--- src/verilog/rct_timer_map.svh ---
// Purpose: register indices, field positions and reset values of the timers
// Assumes: byte address = 4 * register index, 32-bit APB data
// Notes:   definitions only
`ifndef RCT_TIMER_MAP_SVH
`define RCT_TIMER_MAP_SVH

// register indices
`define RCT_IDX_T2_CONTROL      8'h19
`define RCT_IDX_T2_RELOAD_UPPER 8'h1A
`define RCT_IDX_T2_RELOAD_LOW   8'h1B
`define RCT_IDX_T2_COUNT_HIGH   8'h1C
`define RCT_IDX_T2_COUNT_LOW    8'h1D
`define RCT_IDX_T3_CONTROL      8'h1E
`define RCT_IDX_T3_RELOAD_HIGH  8'h1F
`define RCT_IDX_T3_RELOAD_LOW   8'h20
`define RCT_IDX_T3_COUNT_HIGH   8'h21
`define RCT_IDX_T3_COUNT_LOW    8'h22
`define RCT_IDX_IRQ_STATUS      8'h30
`define RCT_IDX_IRQ_MASK        8'h31
`define RCT_IDX_COMMAND         8'h32

// control register fields
`define RCT_CTL_STOP_RX         7
`define RCT_CTL_START_HI        5
`define RCT_CTL_START_LO        4
`define RCT_CTL_AUTO_RELOAD     3
`define RCT_CTL_CLK_HI          1
`define RCT_CTL_CLK_LO          0
`define RCT_CTL_WRITE_MASK      8'hBB

// start mode codes
`define RCT_START_NONE          2'h0
`define RCT_START_TX_END        2'h1
`define RCT_START_TRIM_NO_UF    2'h2
`define RCT_START_TRIM_UF       2'h3

// clock select codes
`define RCT_CLK_13M56           2'h0
`define RCT_CLK_212K            2'h1
`define RCT_CLK_T0_UF           2'h2
`define RCT_CLK_T1_UF           2'h3

// interrupt status bits and command bits
`define RCT_IRQ_T2_UF           0
`define RCT_IRQ_T3_UF           1
`define RCT_CMD_T2_START        0
`define RCT_CMD_T2_STOP         1
`define RCT_CMD_T3_START        2
`define RCT_CMD_T3_STOP         3

// reset values
`define RCT_RST_BYTE            8'h00
`define RCT_RST_WORD            16'h0000
`define RCT_RST_IRQ             2'h0

`endif

--- src/verilog/rct_pkg.sv ---
// Purpose: shared types of the reload countdown timers
// Assumes: nothing beyond the map header
// Notes:   constants live in rct_timer_map.svh
package rct_pkg;
  typedef enum logic {RCT_IDLE, RCT_RUN} rct_state_t;
  typedef logic [15:0] rct_word_t;
endpackage

--- src/verilog/rct_tmr_if.sv ---
// Purpose: carrier between the register block and one countdown core
// Assumes: single pclk domain
// Notes:   start, stop and tick are one-cycle pulses
interface rct_tmr_if;
  import rct_pkg::*;
  logic      start;
  logic      stop;
  logic      tick;
  logic      auto_reload;
  logic      allow_uf;
  rct_word_t reload;
  rct_word_t count;
  logic      running;
  logic      underflow;

  modport ctrl (output start, stop, tick, auto_reload, allow_uf, reload,
                input  count, running, underflow);
  modport core (input  start, stop, tick, auto_reload, allow_uf, reload,
                output count, running, underflow);
endinterface

--- src/verilog/rct_down_counter.sv ---
// Purpose: one 16-bit down counter with reload and underflow pulse
// Assumes: start wins over stop, stop wins over a tick
// Notes:   underflow is the tick that finds the count at zero
`include "rct_timer_map.svh"
module rct_down_counter
  import rct_pkg::*;
(
  input wire logic pclk,
  input wire logic presetn,
  rct_tmr_if.core  tmr
);
  rct_state_t state_ff;
  rct_word_t  count_ff;
  logic       uf_ff;
  logic       at_zero;
  logic       wrap;

  // a tick at zero while running and not overridden by start or stop
  assign at_zero = (state_ff == RCT_RUN) && tmr.tick && (count_ff == 16'h0000)
                   && !tmr.start && !tmr.stop;
  assign wrap    = at_zero && tmr.allow_uf && tmr.auto_reload;

  // count value: reload only at start or auto reload, never on a write
  always_ff @(posedge pclk or negedge presetn) begin
    if (!presetn) begin
      count_ff <= `RCT_RST_WORD;
    end else if (tmr.start) begin
      count_ff <= tmr.reload;
    end else if (wrap) begin
      count_ff <= tmr.reload;
    end else if ((state_ff == RCT_RUN) && tmr.tick && !tmr.stop &&
                 (count_ff != 16'h0000)) begin
      count_ff <= count_ff - 16'h0001;
    end
  end

  // run state; zero is held after a one-shot underflow
  always_ff @(posedge pclk or negedge presetn) begin
    if (!presetn) begin
      state_ff <= RCT_IDLE;
    end else begin
      case (state_ff)
        RCT_IDLE: begin
          if (tmr.start) begin
            state_ff <= RCT_RUN;
          end
        end
        RCT_RUN: begin
          if (tmr.start) begin
            state_ff <= RCT_RUN;
          end else if (tmr.stop) begin
            state_ff <= RCT_IDLE;
          end else if (at_zero && !wrap) begin
            state_ff <= RCT_IDLE;
          end
        end
        default: state_ff <= RCT_IDLE;
      endcase
    end
  end

  // underflow pulse, suppressed in trimming without underflow
  always_ff @(posedge pclk or negedge presetn) begin
    if (!presetn) begin
      uf_ff <= 1'b0;
    end else begin
      uf_ff <= at_zero && tmr.allow_uf;
    end
  end

  assign tmr.count     = count_ff;
  assign tmr.running   = (state_ff == RCT_RUN);
  assign tmr.underflow = uf_ff;
endmodule

--- src/verilog/rct_timers.sv ---
// Purpose: APB register block for the third and fourth countdown timers
// Assumes: all event inputs are one-cycle pulses synchronous to pclk
// Notes:   one core instance per timer, wired through rct_tmr_if
//
// Behaviour
// - third timer low reload byte, used at start
// - third timer live count readable, two bytes
// - stop-on-receive stops after first four bits
// - stop-on-receive ignored in trimming modes
// - start mode field selects start behaviour
// - auto reload restarts countdown at zero, except in trimming without underflow
// - without auto reload stop, hold zero
// - fourth timer underflow sets its flag
// - fourth timer clock select picks tick
// - fourth timer high reload byte, used at start
// - control bits six and two reserved
// - third timer underflow sets its flag
// - third timer clock select picks tick
//
// Chosen here: the APB interface to the registers.
`include "rct_timer_map.svh"
module rct_timers
  import rct_pkg::*;
#(
  parameter int ADDR_W = 8
)
(
  input  wire logic              pclk,
  input  wire logic              presetn,
  input  wire logic              psel,
  input  wire logic              penable,
  input  wire logic              pwrite,
  input  wire logic [ADDR_W-1:0] paddr,
  input  wire logic [31:0]       pwdata,
  output logic      [31:0]       prdata,
  output logic                   pready,
  output logic                   pslverr,
  input  wire logic              tick_13m56,
  input  wire logic              tick_212k,
  input  wire logic              t0_underflow,
  input  wire logic              t1_underflow,
  input  wire logic              tx_end,
  input  wire logic              rx_first_bits,
  input  wire logic              trim_edge,
  output logic                   timer2_underflow,
  output logic                   timer3_underflow,
  output logic                   irq
);
  rct_tmr_if t2_if ();
  rct_tmr_if t3_if ();

  logic [7:0]  timer2_control_ff;
  logic [7:0]  timer2_reload_upper_ff;
  logic [7:0]  timer2_reload_low_ff;
  logic [7:0]  timer3_control_ff;
  logic [7:0]  timer3_reload_high_ff;
  logic [7:0]  timer3_reload_low_ff;
  logic [1:0]  irq_status_ff;
  logic [1:0]  irq_mask_ff;
  logic [31:0] prdata_ff;
  logic        pready_ff;
  logic        pslverr_ff;
  logic        irq_ff;
  logic        t2_uf_out_ff;
  logic        t3_uf_out_ff;
  logic [3:0]  cmd_ff;
  logic        setup;
  logic        access;
  logic        wr_en;
  logic        rd_done;
  logic [7:0]  idx;
  logic        addr_ok;
  logic [31:0] nxt_rdata;
  logic        nxt_hit;
  logic [1:0]  nxt_irq_status;

  // tick for the selected count clock
  function automatic logic sel_tick(input logic [1:0] sel,
                                    input logic t13, input logic t212,
                                    input logic u0, input logic u1);
    case (sel)
      `RCT_CLK_13M56: sel_tick = t13;
      `RCT_CLK_212K:  sel_tick = t212;
      `RCT_CLK_T0_UF: sel_tick = u0;
      default:        sel_tick = u1;
    endcase
  endfunction

  // both trimming codes share the top bit of the start field
  function automatic logic is_trim(input logic [7:0] ctl);
    is_trim = ctl[`RCT_CTL_START_HI];
  endfunction

  // start event: command, end of transmission, or trim edge while idle;
  // event lines come in as arguments so the calling assigns follow them
  function automatic logic start_evt(input logic [7:0] ctl,
                                     input logic cmd, input logic run,
                                     input logic txe, input logic trim);
    logic [1:0] mode;
    mode = ctl[`RCT_CTL_START_HI:`RCT_CTL_START_LO];
    start_evt = cmd || (mode == `RCT_START_TX_END && txe) ||
                (is_trim(ctl) && trim && !run);
  endfunction

  // stop event: command, receive progress, or trim edge while running
  function automatic logic stop_evt(input logic [7:0] ctl,
                                    input logic cmd, input logic run,
                                    input logic rx, input logic trim);
    stop_evt = cmd ||
      (ctl[`RCT_CTL_STOP_RX] && !is_trim(ctl) && rx && run) ||
      (is_trim(ctl) && trim && run);
  endfunction

  // apb phases; access completes in the cycle after setup
  assign setup   = psel && !penable;
  assign access  = psel && penable && pready_ff;
  assign wr_en   = access && pwrite && !pslverr_ff;
  assign rd_done = access && !pwrite && !pslverr_ff &&
                   (idx == `RCT_IDX_IRQ_STATUS);
  assign addr_ok = (paddr[1:0] == 2'h0);
  assign idx     = 8'(paddr >> 2);

  // read mux and address decode, evaluated during setup
  always_comb begin
    nxt_rdata = 32'h0000_0000;
    nxt_hit   = 1'b1;
    case (idx)
      `RCT_IDX_T2_CONTROL:      nxt_rdata[7:0] = timer2_control_ff;
      `RCT_IDX_T2_RELOAD_UPPER: nxt_rdata[7:0] = timer2_reload_upper_ff;
      `RCT_IDX_T2_RELOAD_LOW:   nxt_rdata[7:0] = timer2_reload_low_ff;
      `RCT_IDX_T2_COUNT_HIGH:   nxt_rdata[7:0] = t2_if.count[15:8];
      `RCT_IDX_T2_COUNT_LOW:    nxt_rdata[7:0] = t2_if.count[7:0];
      `RCT_IDX_T3_CONTROL:      nxt_rdata[7:0] = timer3_control_ff;
      `RCT_IDX_T3_RELOAD_HIGH:  nxt_rdata[7:0] = timer3_reload_high_ff;
      `RCT_IDX_T3_RELOAD_LOW:   nxt_rdata[7:0] = timer3_reload_low_ff;
      `RCT_IDX_T3_COUNT_HIGH:   nxt_rdata[7:0] = t3_if.count[15:8];
      `RCT_IDX_T3_COUNT_LOW:    nxt_rdata[7:0] = t3_if.count[7:0];
      `RCT_IDX_IRQ_STATUS:      nxt_rdata[1:0] = irq_status_ff;
      `RCT_IDX_IRQ_MASK:        nxt_rdata[1:0] = irq_mask_ff;
      `RCT_IDX_COMMAND:         nxt_rdata      = 32'h0000_0000;
      default:                  nxt_hit        = 1'b0;
    endcase
    if (!addr_ok) begin
      nxt_hit = 1'b0;
    end
  end

  // read data and error latched at setup so outputs come from flops;
  // the count snapshot is taken one cycle before the access edge
  always_ff @(posedge pclk or negedge presetn) begin
    if (!presetn) begin
      prdata_ff  <= 32'h0000_0000;
      pready_ff  <= 1'b0;
      pslverr_ff <= 1'b0;
    end else begin
      pready_ff  <= setup;
      pslverr_ff <= setup && !nxt_hit;
      if (setup) begin
        prdata_ff <= nxt_hit ? nxt_rdata : 32'h0000_0000;
      end
    end
  end

  // timer configuration registers; reserved bits stay zero
  always_ff @(posedge pclk or negedge presetn) begin
    if (!presetn) begin
      timer2_control_ff      <= `RCT_RST_BYTE;
      timer2_reload_upper_ff <= `RCT_RST_BYTE;
      timer2_reload_low_ff   <= `RCT_RST_BYTE;
      timer3_control_ff      <= `RCT_RST_BYTE;
      timer3_reload_high_ff  <= `RCT_RST_BYTE;
      timer3_reload_low_ff   <= `RCT_RST_BYTE;
      irq_mask_ff            <= `RCT_RST_IRQ;
    end else if (wr_en) begin
      case (idx)
        `RCT_IDX_T2_CONTROL:
          timer2_control_ff <= pwdata[7:0] & `RCT_CTL_WRITE_MASK;
        `RCT_IDX_T2_RELOAD_UPPER: timer2_reload_upper_ff <= pwdata[7:0];
        `RCT_IDX_T2_RELOAD_LOW:   timer2_reload_low_ff <= pwdata[7:0];
        `RCT_IDX_T3_CONTROL:
          timer3_control_ff <= pwdata[7:0] & `RCT_CTL_WRITE_MASK;
        `RCT_IDX_T3_RELOAD_HIGH: timer3_reload_high_ff <= pwdata[7:0];
        `RCT_IDX_T3_RELOAD_LOW:  timer3_reload_low_ff <= pwdata[7:0];
        `RCT_IDX_IRQ_MASK:       irq_mask_ff <= pwdata[1:0];
        default: ;
      endcase
    end
  end

  // software start and stop strobes, one cycle wide
  always_ff @(posedge pclk or negedge presetn) begin
    if (!presetn) begin
      cmd_ff <= 4'h0;
    end else begin
      cmd_ff <= (wr_en && idx == `RCT_IDX_COMMAND) ? pwdata[3:0] : 4'h0;
    end
  end

  // timer2 drive; reload word is loaded by the core only at a start or an auto reload
  assign t2_if.tick        = sel_tick(
    timer2_control_ff[`RCT_CTL_CLK_HI:`RCT_CTL_CLK_LO],
    tick_13m56, tick_212k, t0_underflow, t1_underflow);
  assign t2_if.start       = start_evt(timer2_control_ff,
    cmd_ff[`RCT_CMD_T2_START], t2_if.running, tx_end, trim_edge);
  assign t2_if.stop        = stop_evt(timer2_control_ff,
    cmd_ff[`RCT_CMD_T2_STOP], t2_if.running,
    rx_first_bits, trim_edge);
  assign t2_if.auto_reload = timer2_control_ff[`RCT_CTL_AUTO_RELOAD];
  assign t2_if.allow_uf    = timer2_control_ff[`RCT_CTL_START_HI:
    `RCT_CTL_START_LO] != `RCT_START_TRIM_NO_UF;
  assign t2_if.reload      = {timer2_reload_upper_ff, timer2_reload_low_ff};

  // timer3 drive, same scheme
  assign t3_if.tick        = sel_tick(
    timer3_control_ff[`RCT_CTL_CLK_HI:`RCT_CTL_CLK_LO],
    tick_13m56, tick_212k, t0_underflow, t1_underflow);
  assign t3_if.start       = start_evt(timer3_control_ff,
    cmd_ff[`RCT_CMD_T3_START], t3_if.running, tx_end, trim_edge);
  assign t3_if.stop        = stop_evt(timer3_control_ff,
    cmd_ff[`RCT_CMD_T3_STOP], t3_if.running,
    rx_first_bits, trim_edge);
  assign t3_if.auto_reload = timer3_control_ff[`RCT_CTL_AUTO_RELOAD];
  assign t3_if.allow_uf    = timer3_control_ff[`RCT_CTL_START_HI:
    `RCT_CTL_START_LO] != `RCT_START_TRIM_NO_UF;
  assign t3_if.reload      = {timer3_reload_high_ff, timer3_reload_low_ff};

  rct_down_counter u_timer2 (
    .pclk    (pclk),
    .presetn (presetn),
    .tmr     (t2_if)
  );

  rct_down_counter u_timer3 (
    .pclk    (pclk),
    .presetn (presetn),
    .tmr     (t3_if)
  );

  // sticky flags; only bits returned by the read are cleared, set wins
  always_comb begin
    nxt_irq_status = irq_status_ff;
    if (rd_done) begin
      nxt_irq_status = irq_status_ff & ~prdata_ff[1:0];
    end
    if (t2_if.underflow) begin
      nxt_irq_status[`RCT_IRQ_T2_UF] = 1'b1;
    end
    if (t3_if.underflow) begin
      nxt_irq_status[`RCT_IRQ_T3_UF] = 1'b1;
    end
  end

  always_ff @(posedge pclk or negedge presetn) begin
    if (!presetn) begin
      irq_status_ff <= `RCT_RST_IRQ;
    end else begin
      irq_status_ff <= nxt_irq_status;
    end
  end

  // interrupt level and underflow outputs, registered
  always_ff @(posedge pclk or negedge presetn) begin
    if (!presetn) begin
      irq_ff       <= 1'b0;
      t2_uf_out_ff <= 1'b0;
      t3_uf_out_ff <= 1'b0;
    end else begin
      irq_ff       <= |(irq_status_ff & irq_mask_ff);
      t2_uf_out_ff <= t2_if.underflow;
      t3_uf_out_ff <= t3_if.underflow;
    end
  end

  assign prdata           = prdata_ff;
  assign pready           = pready_ff;
  assign pslverr          = pslverr_ff;
  assign irq              = irq_ff;
  assign timer2_underflow = t2_uf_out_ff;
  assign timer3_underflow = t3_uf_out_ff;
endmodule

--- config.mk ---
export PLATFORM = sky130hd
export DESIGN_NAME = rct_timers
export DESIGN_NICKNAME = d
export VERILOG_FILES = /design/src/verilog/rct_pkg.sv /design/src/verilog/rct_tmr_if.sv /design/src/verilog/rct_down_counter.sv /design/src/verilog/rct_timers.sv
export VERILOG_INCLUDE_DIRS = /design/src /design/src/verilog
export SDC_FILE = /design/constraint.sdc
export NUM_CORES = 1
export LEC_CHECK = 0
export ABC_AREA = 0
export BUFFER_PORTS_ARGS = -buffer_cell sky130_fd_sc_hd__buf_2
export CAP_MARGIN = 40
export CELL_PAD_IN_SITES_DETAIL_PLACEMENT = 1
export CELL_PAD_IN_SITES_GLOBAL_PLACEMENT = 2
export CORE_MARGIN = 2
export CORE_UTILIZATION = 39
export DETAILED_ROUTE_END_ITERATION = 7
export PLACE_DENSITY_LB_ADDON = 0.1
export SETUP_SLACK_MARGIN = 0.2
export SLEW_MARGIN = 30
export SYNTH_ARGS = -nofsm -noshare
export SYNTH_HDL_FRONTEND = slang
export SYNTH_SLANG_ARGS = --single-unit
export TNS_END_PERCENT = 20
--- constraint.sdc ---
create_clock -name pclk -period 5 [get_ports pclk]
set_clock_uncertainty 0.05 [all_clocks]
set_input_delay 1 -clock pclk [delete_from_list [all_inputs] [get_ports pclk]]
set_output_delay 1 -clock pclk [all_outputs]
set_load 0.01 [all_outputs]
==> results.md <==
- Die Width: 125 um
- Total Die Area: 15700 um2
- DR pass1 iterations: 5
- Min Tclk post-route: 2.88 ns
- Slew Viols, Final: 0
- H-tree level count: 3
- Actual slew at the worst max-slew pin: 0.820 ns
- Hold_ws: 0.336 ns
- Overall power: 0.00254 W
- Clk buf depth: 2
- Fin crit share: 57.6%
- Unrepaired setup endpoints after global routing: no
- Core outline area: 14400 um2
- Pleak: approximately 2.7 nW
- Final core utilization: 43.7%
- Max FO, Critical Path: 14
- Antenna violations before repair: 0
- Pin count of the biggest net entering global routing: 50
- Max cap viols: 0
- Synthesized cell area: 5720 um2
- Top Ports: 89
- Nets: 649
- Synth cell types: 71
- YS warnings: 0
- Fmax: about 350 MHz
- Status: completed
- Startpoint Class: input port
- Most used flip-flop cell after synthesis: dfrtp_1
- GPL Wtd Cong: roughly 0.86
- Die Ht: 125 um
- Synth Register Bits: 101
- Setup TNS: 0 ns
- Vias in the first global route: 4982
- Hold buffers post-CTS: 0
- Area grow syn2layout: 10.3%
- # port buffers: 40
- Root Buffer Master: clkbuf_16
- CTS tree: done
- Hold Vio Cnt, Final: 0
- Ys async rst share: 100%
- Post-synth EDFFs: 0
- Clock sinks: about 100
- DRC: 0
- Post-DP HPWL: 14100 um
- Diode count: 0
- Clock slew at reported path FFs: 0.07 ns
- Total CTS buffers: 9
- DR WL/cell: 24.3 um
- Gate Count Post-Synth: roughly 560
- Final setup fails: 0
- Routed vias: ~4800
- CP required: 5.19 ns
- P per Cell Area: 402 nW/um2
- Layout cell share with drive strength beyond 1: between 20% and 30%
- Hold Crit Class: reg2reg
- GRT overflow: 0
- Worst-Skew Late Latency: 0.36 ns
- Syn_area_per_cell: 10.2 um2
- Vias per cell: roughly 6.1
- Sequential share of the synthesized area: 44.2%
- DR iter-0 viols: 362
- PostCTS Resize Cnt: 0
- Headroom to the max-slew limit: 44.9%
- Arr. time, crit path: 3.07 ns
- Starting Density: 39.7%
- Total Wirelength: 19000 um
- Row count: 44
- Final ANT Viol Nets: 0
- First-pass GRT wire length: approximately 30000 um
- Critical path class: in2reg
- Post-CTS setup-driven buffer insertion count: 0
- Worst VDD drop: 0.152 mV
- GR Util All Layers: 24.7%
- Setup crit end kind: flip-flop
==> routing by layer <==
layer,share of wire (%),track usage [%],up-vias,wire [um]
met2,46,37.9,149,8730
met5,0,0,-,0
met1,47,35.9,2465,8990
li1,-,-,2124,-
met4,2.2,8.43,0,423
met3,4.5,3.47,28,863
==> registers in the layout, summed over array words and instances (netlist names), 2 cells and up <==
name and count:
timer2_reload_upper_ff 8, irq_mask_ff 2, timer3_reload_low_ff 8, irq_status_ff 2, timer3_reload_high_ff 8, u_timer2.tmr.count 16
prdata 8, timer2_reload_low_ff 8, timer2_control_ff 6, cmd_ff 4, u_timer3.tmr.count 16, timer3_control_ff 6
==> worst max-delay path, stage by stage <==
cell,delay (ns)
buf_2,0.21
or4b_2,0.72
nor3_2,0.50
nand2_2,0.30
mux2_2,0.34
==> per-stage QoR <==
stage                     setup WS [ns]  instances  cell area, um2
after global routing               1.91        781            6310
after global placement             1.60        762            5970
final                              2.12        781            6310
after detailed placement           1.81        766            6030
after CTS                          2.13        781            6310
after floorplan                    2.33        582            5810
==> power by group <==
| group | switching [W] | total (W) | internal, W |
|---|---|---|---|
| Sequential | 0.000212 | 0.00115 | 0.000937 |
| Clock | 0.000324 | 0.000710 | 0.000386 |
| Combinational | 0.000408 | 0.000678 | 0.000270 |
==> Yosys cell counts (5+ instances only) <==
master	number	area, um2
clkbuf_1	14	52.6
nand4_1	7	43.8
or3_1	5	31.3
a21oi_1	14	70.1
xnor2_1	12	105
nor2_1	22	82.6
o21ai_0	26	130
mux2_2	49	552
nand2b_1	6	37.5
or4_1	5	37.5
o211ai_1	8	60.1
a41oi_1	5	43.8
a22oi_1	25	188
nor4_1	9	56.3
dfrtp_1	101	2530
nand3_1	10	50.1
a21o_1	6	45.0
nand2_1	55	206
and2_1	7	43.8
a31oi_1	6	37.5
nor3_1	20	100
and3_1	5	31.3
mux2i_1	6	60.1
buf_4	25	188
inv_1	14	52.6
nand3b_1	6	45.0
==> cell type report <==
cell class | count | area [um2]
clock buffer | 11 | 233
clock inverter | 4 | 50.0
tap | 184 | 230
sequential | 101 | 2530
multi-input combinational | 420 | 2940
fill | 1654 | 8110
timing repair buffer | 47 | 277
inverter | 14 | 52.6
==> placed cells by master, fill, tap and decap left out, types with 6 or more instances in the layout <==
cell         n
a21o_1       6
a21oi_1     14
a22oi_1     25
a31oi_1      6
and2_1       7
buf_2       40
clkbuf_16    9
conb_1      24
dfrtp_1    101
inv_1       14
mux2_2      49
mux2i_1      6
nand2_1     55
nand2b_1     6
nand3_1     10
nand3b_1     6
nand4_1      7
nor2_1      22
nor3_1      19
nor4_1       9
o211ai_1     8
o21ai_0     26
xnor2_1     12
==> path summary, 6_finish.rpt <==
check,from,end,slack (ns),cells after the start
max,paddr[4],timer3_reload_low_ff[1]$_DFFE_PN0P_,2.12,5
min,u_timer2.tmr.underflow$_DFF_PN0_,timer2_underflow$_DFF_PN0_,0.34,0
max reg2reg,u_timer3.tmr.count[0]$_DFFE_PN0P_,u_timer3.tmr.count[8]$_DFFE_PN0P_,2.17,7
min reg2reg,u_timer2.tmr.underflow$_DFF_PN0_,timer2_underflow$_DFF_PN0_,0.34,0
max in group asynchronous,presetn,timer3_reload_low_ff[0]$_DFFE_PN0P_,3.36,3
min in group asynchronous,presetn,u_timer3.tmr.underflow$_DFF_PN0_,0.49,1
==> cells by family after synthesis <==
family	share of synthesized area [%]
DFF	44.2
AOI/OAI and AO/OA	16.8
other	0.0656
buffers and inverters	6.12
adders and majority gates	0.875
and+or+nand+nor	17.8
xor gates and xnor gates	2.30
muxes	11.9
(Power assumes the default switching activity.)
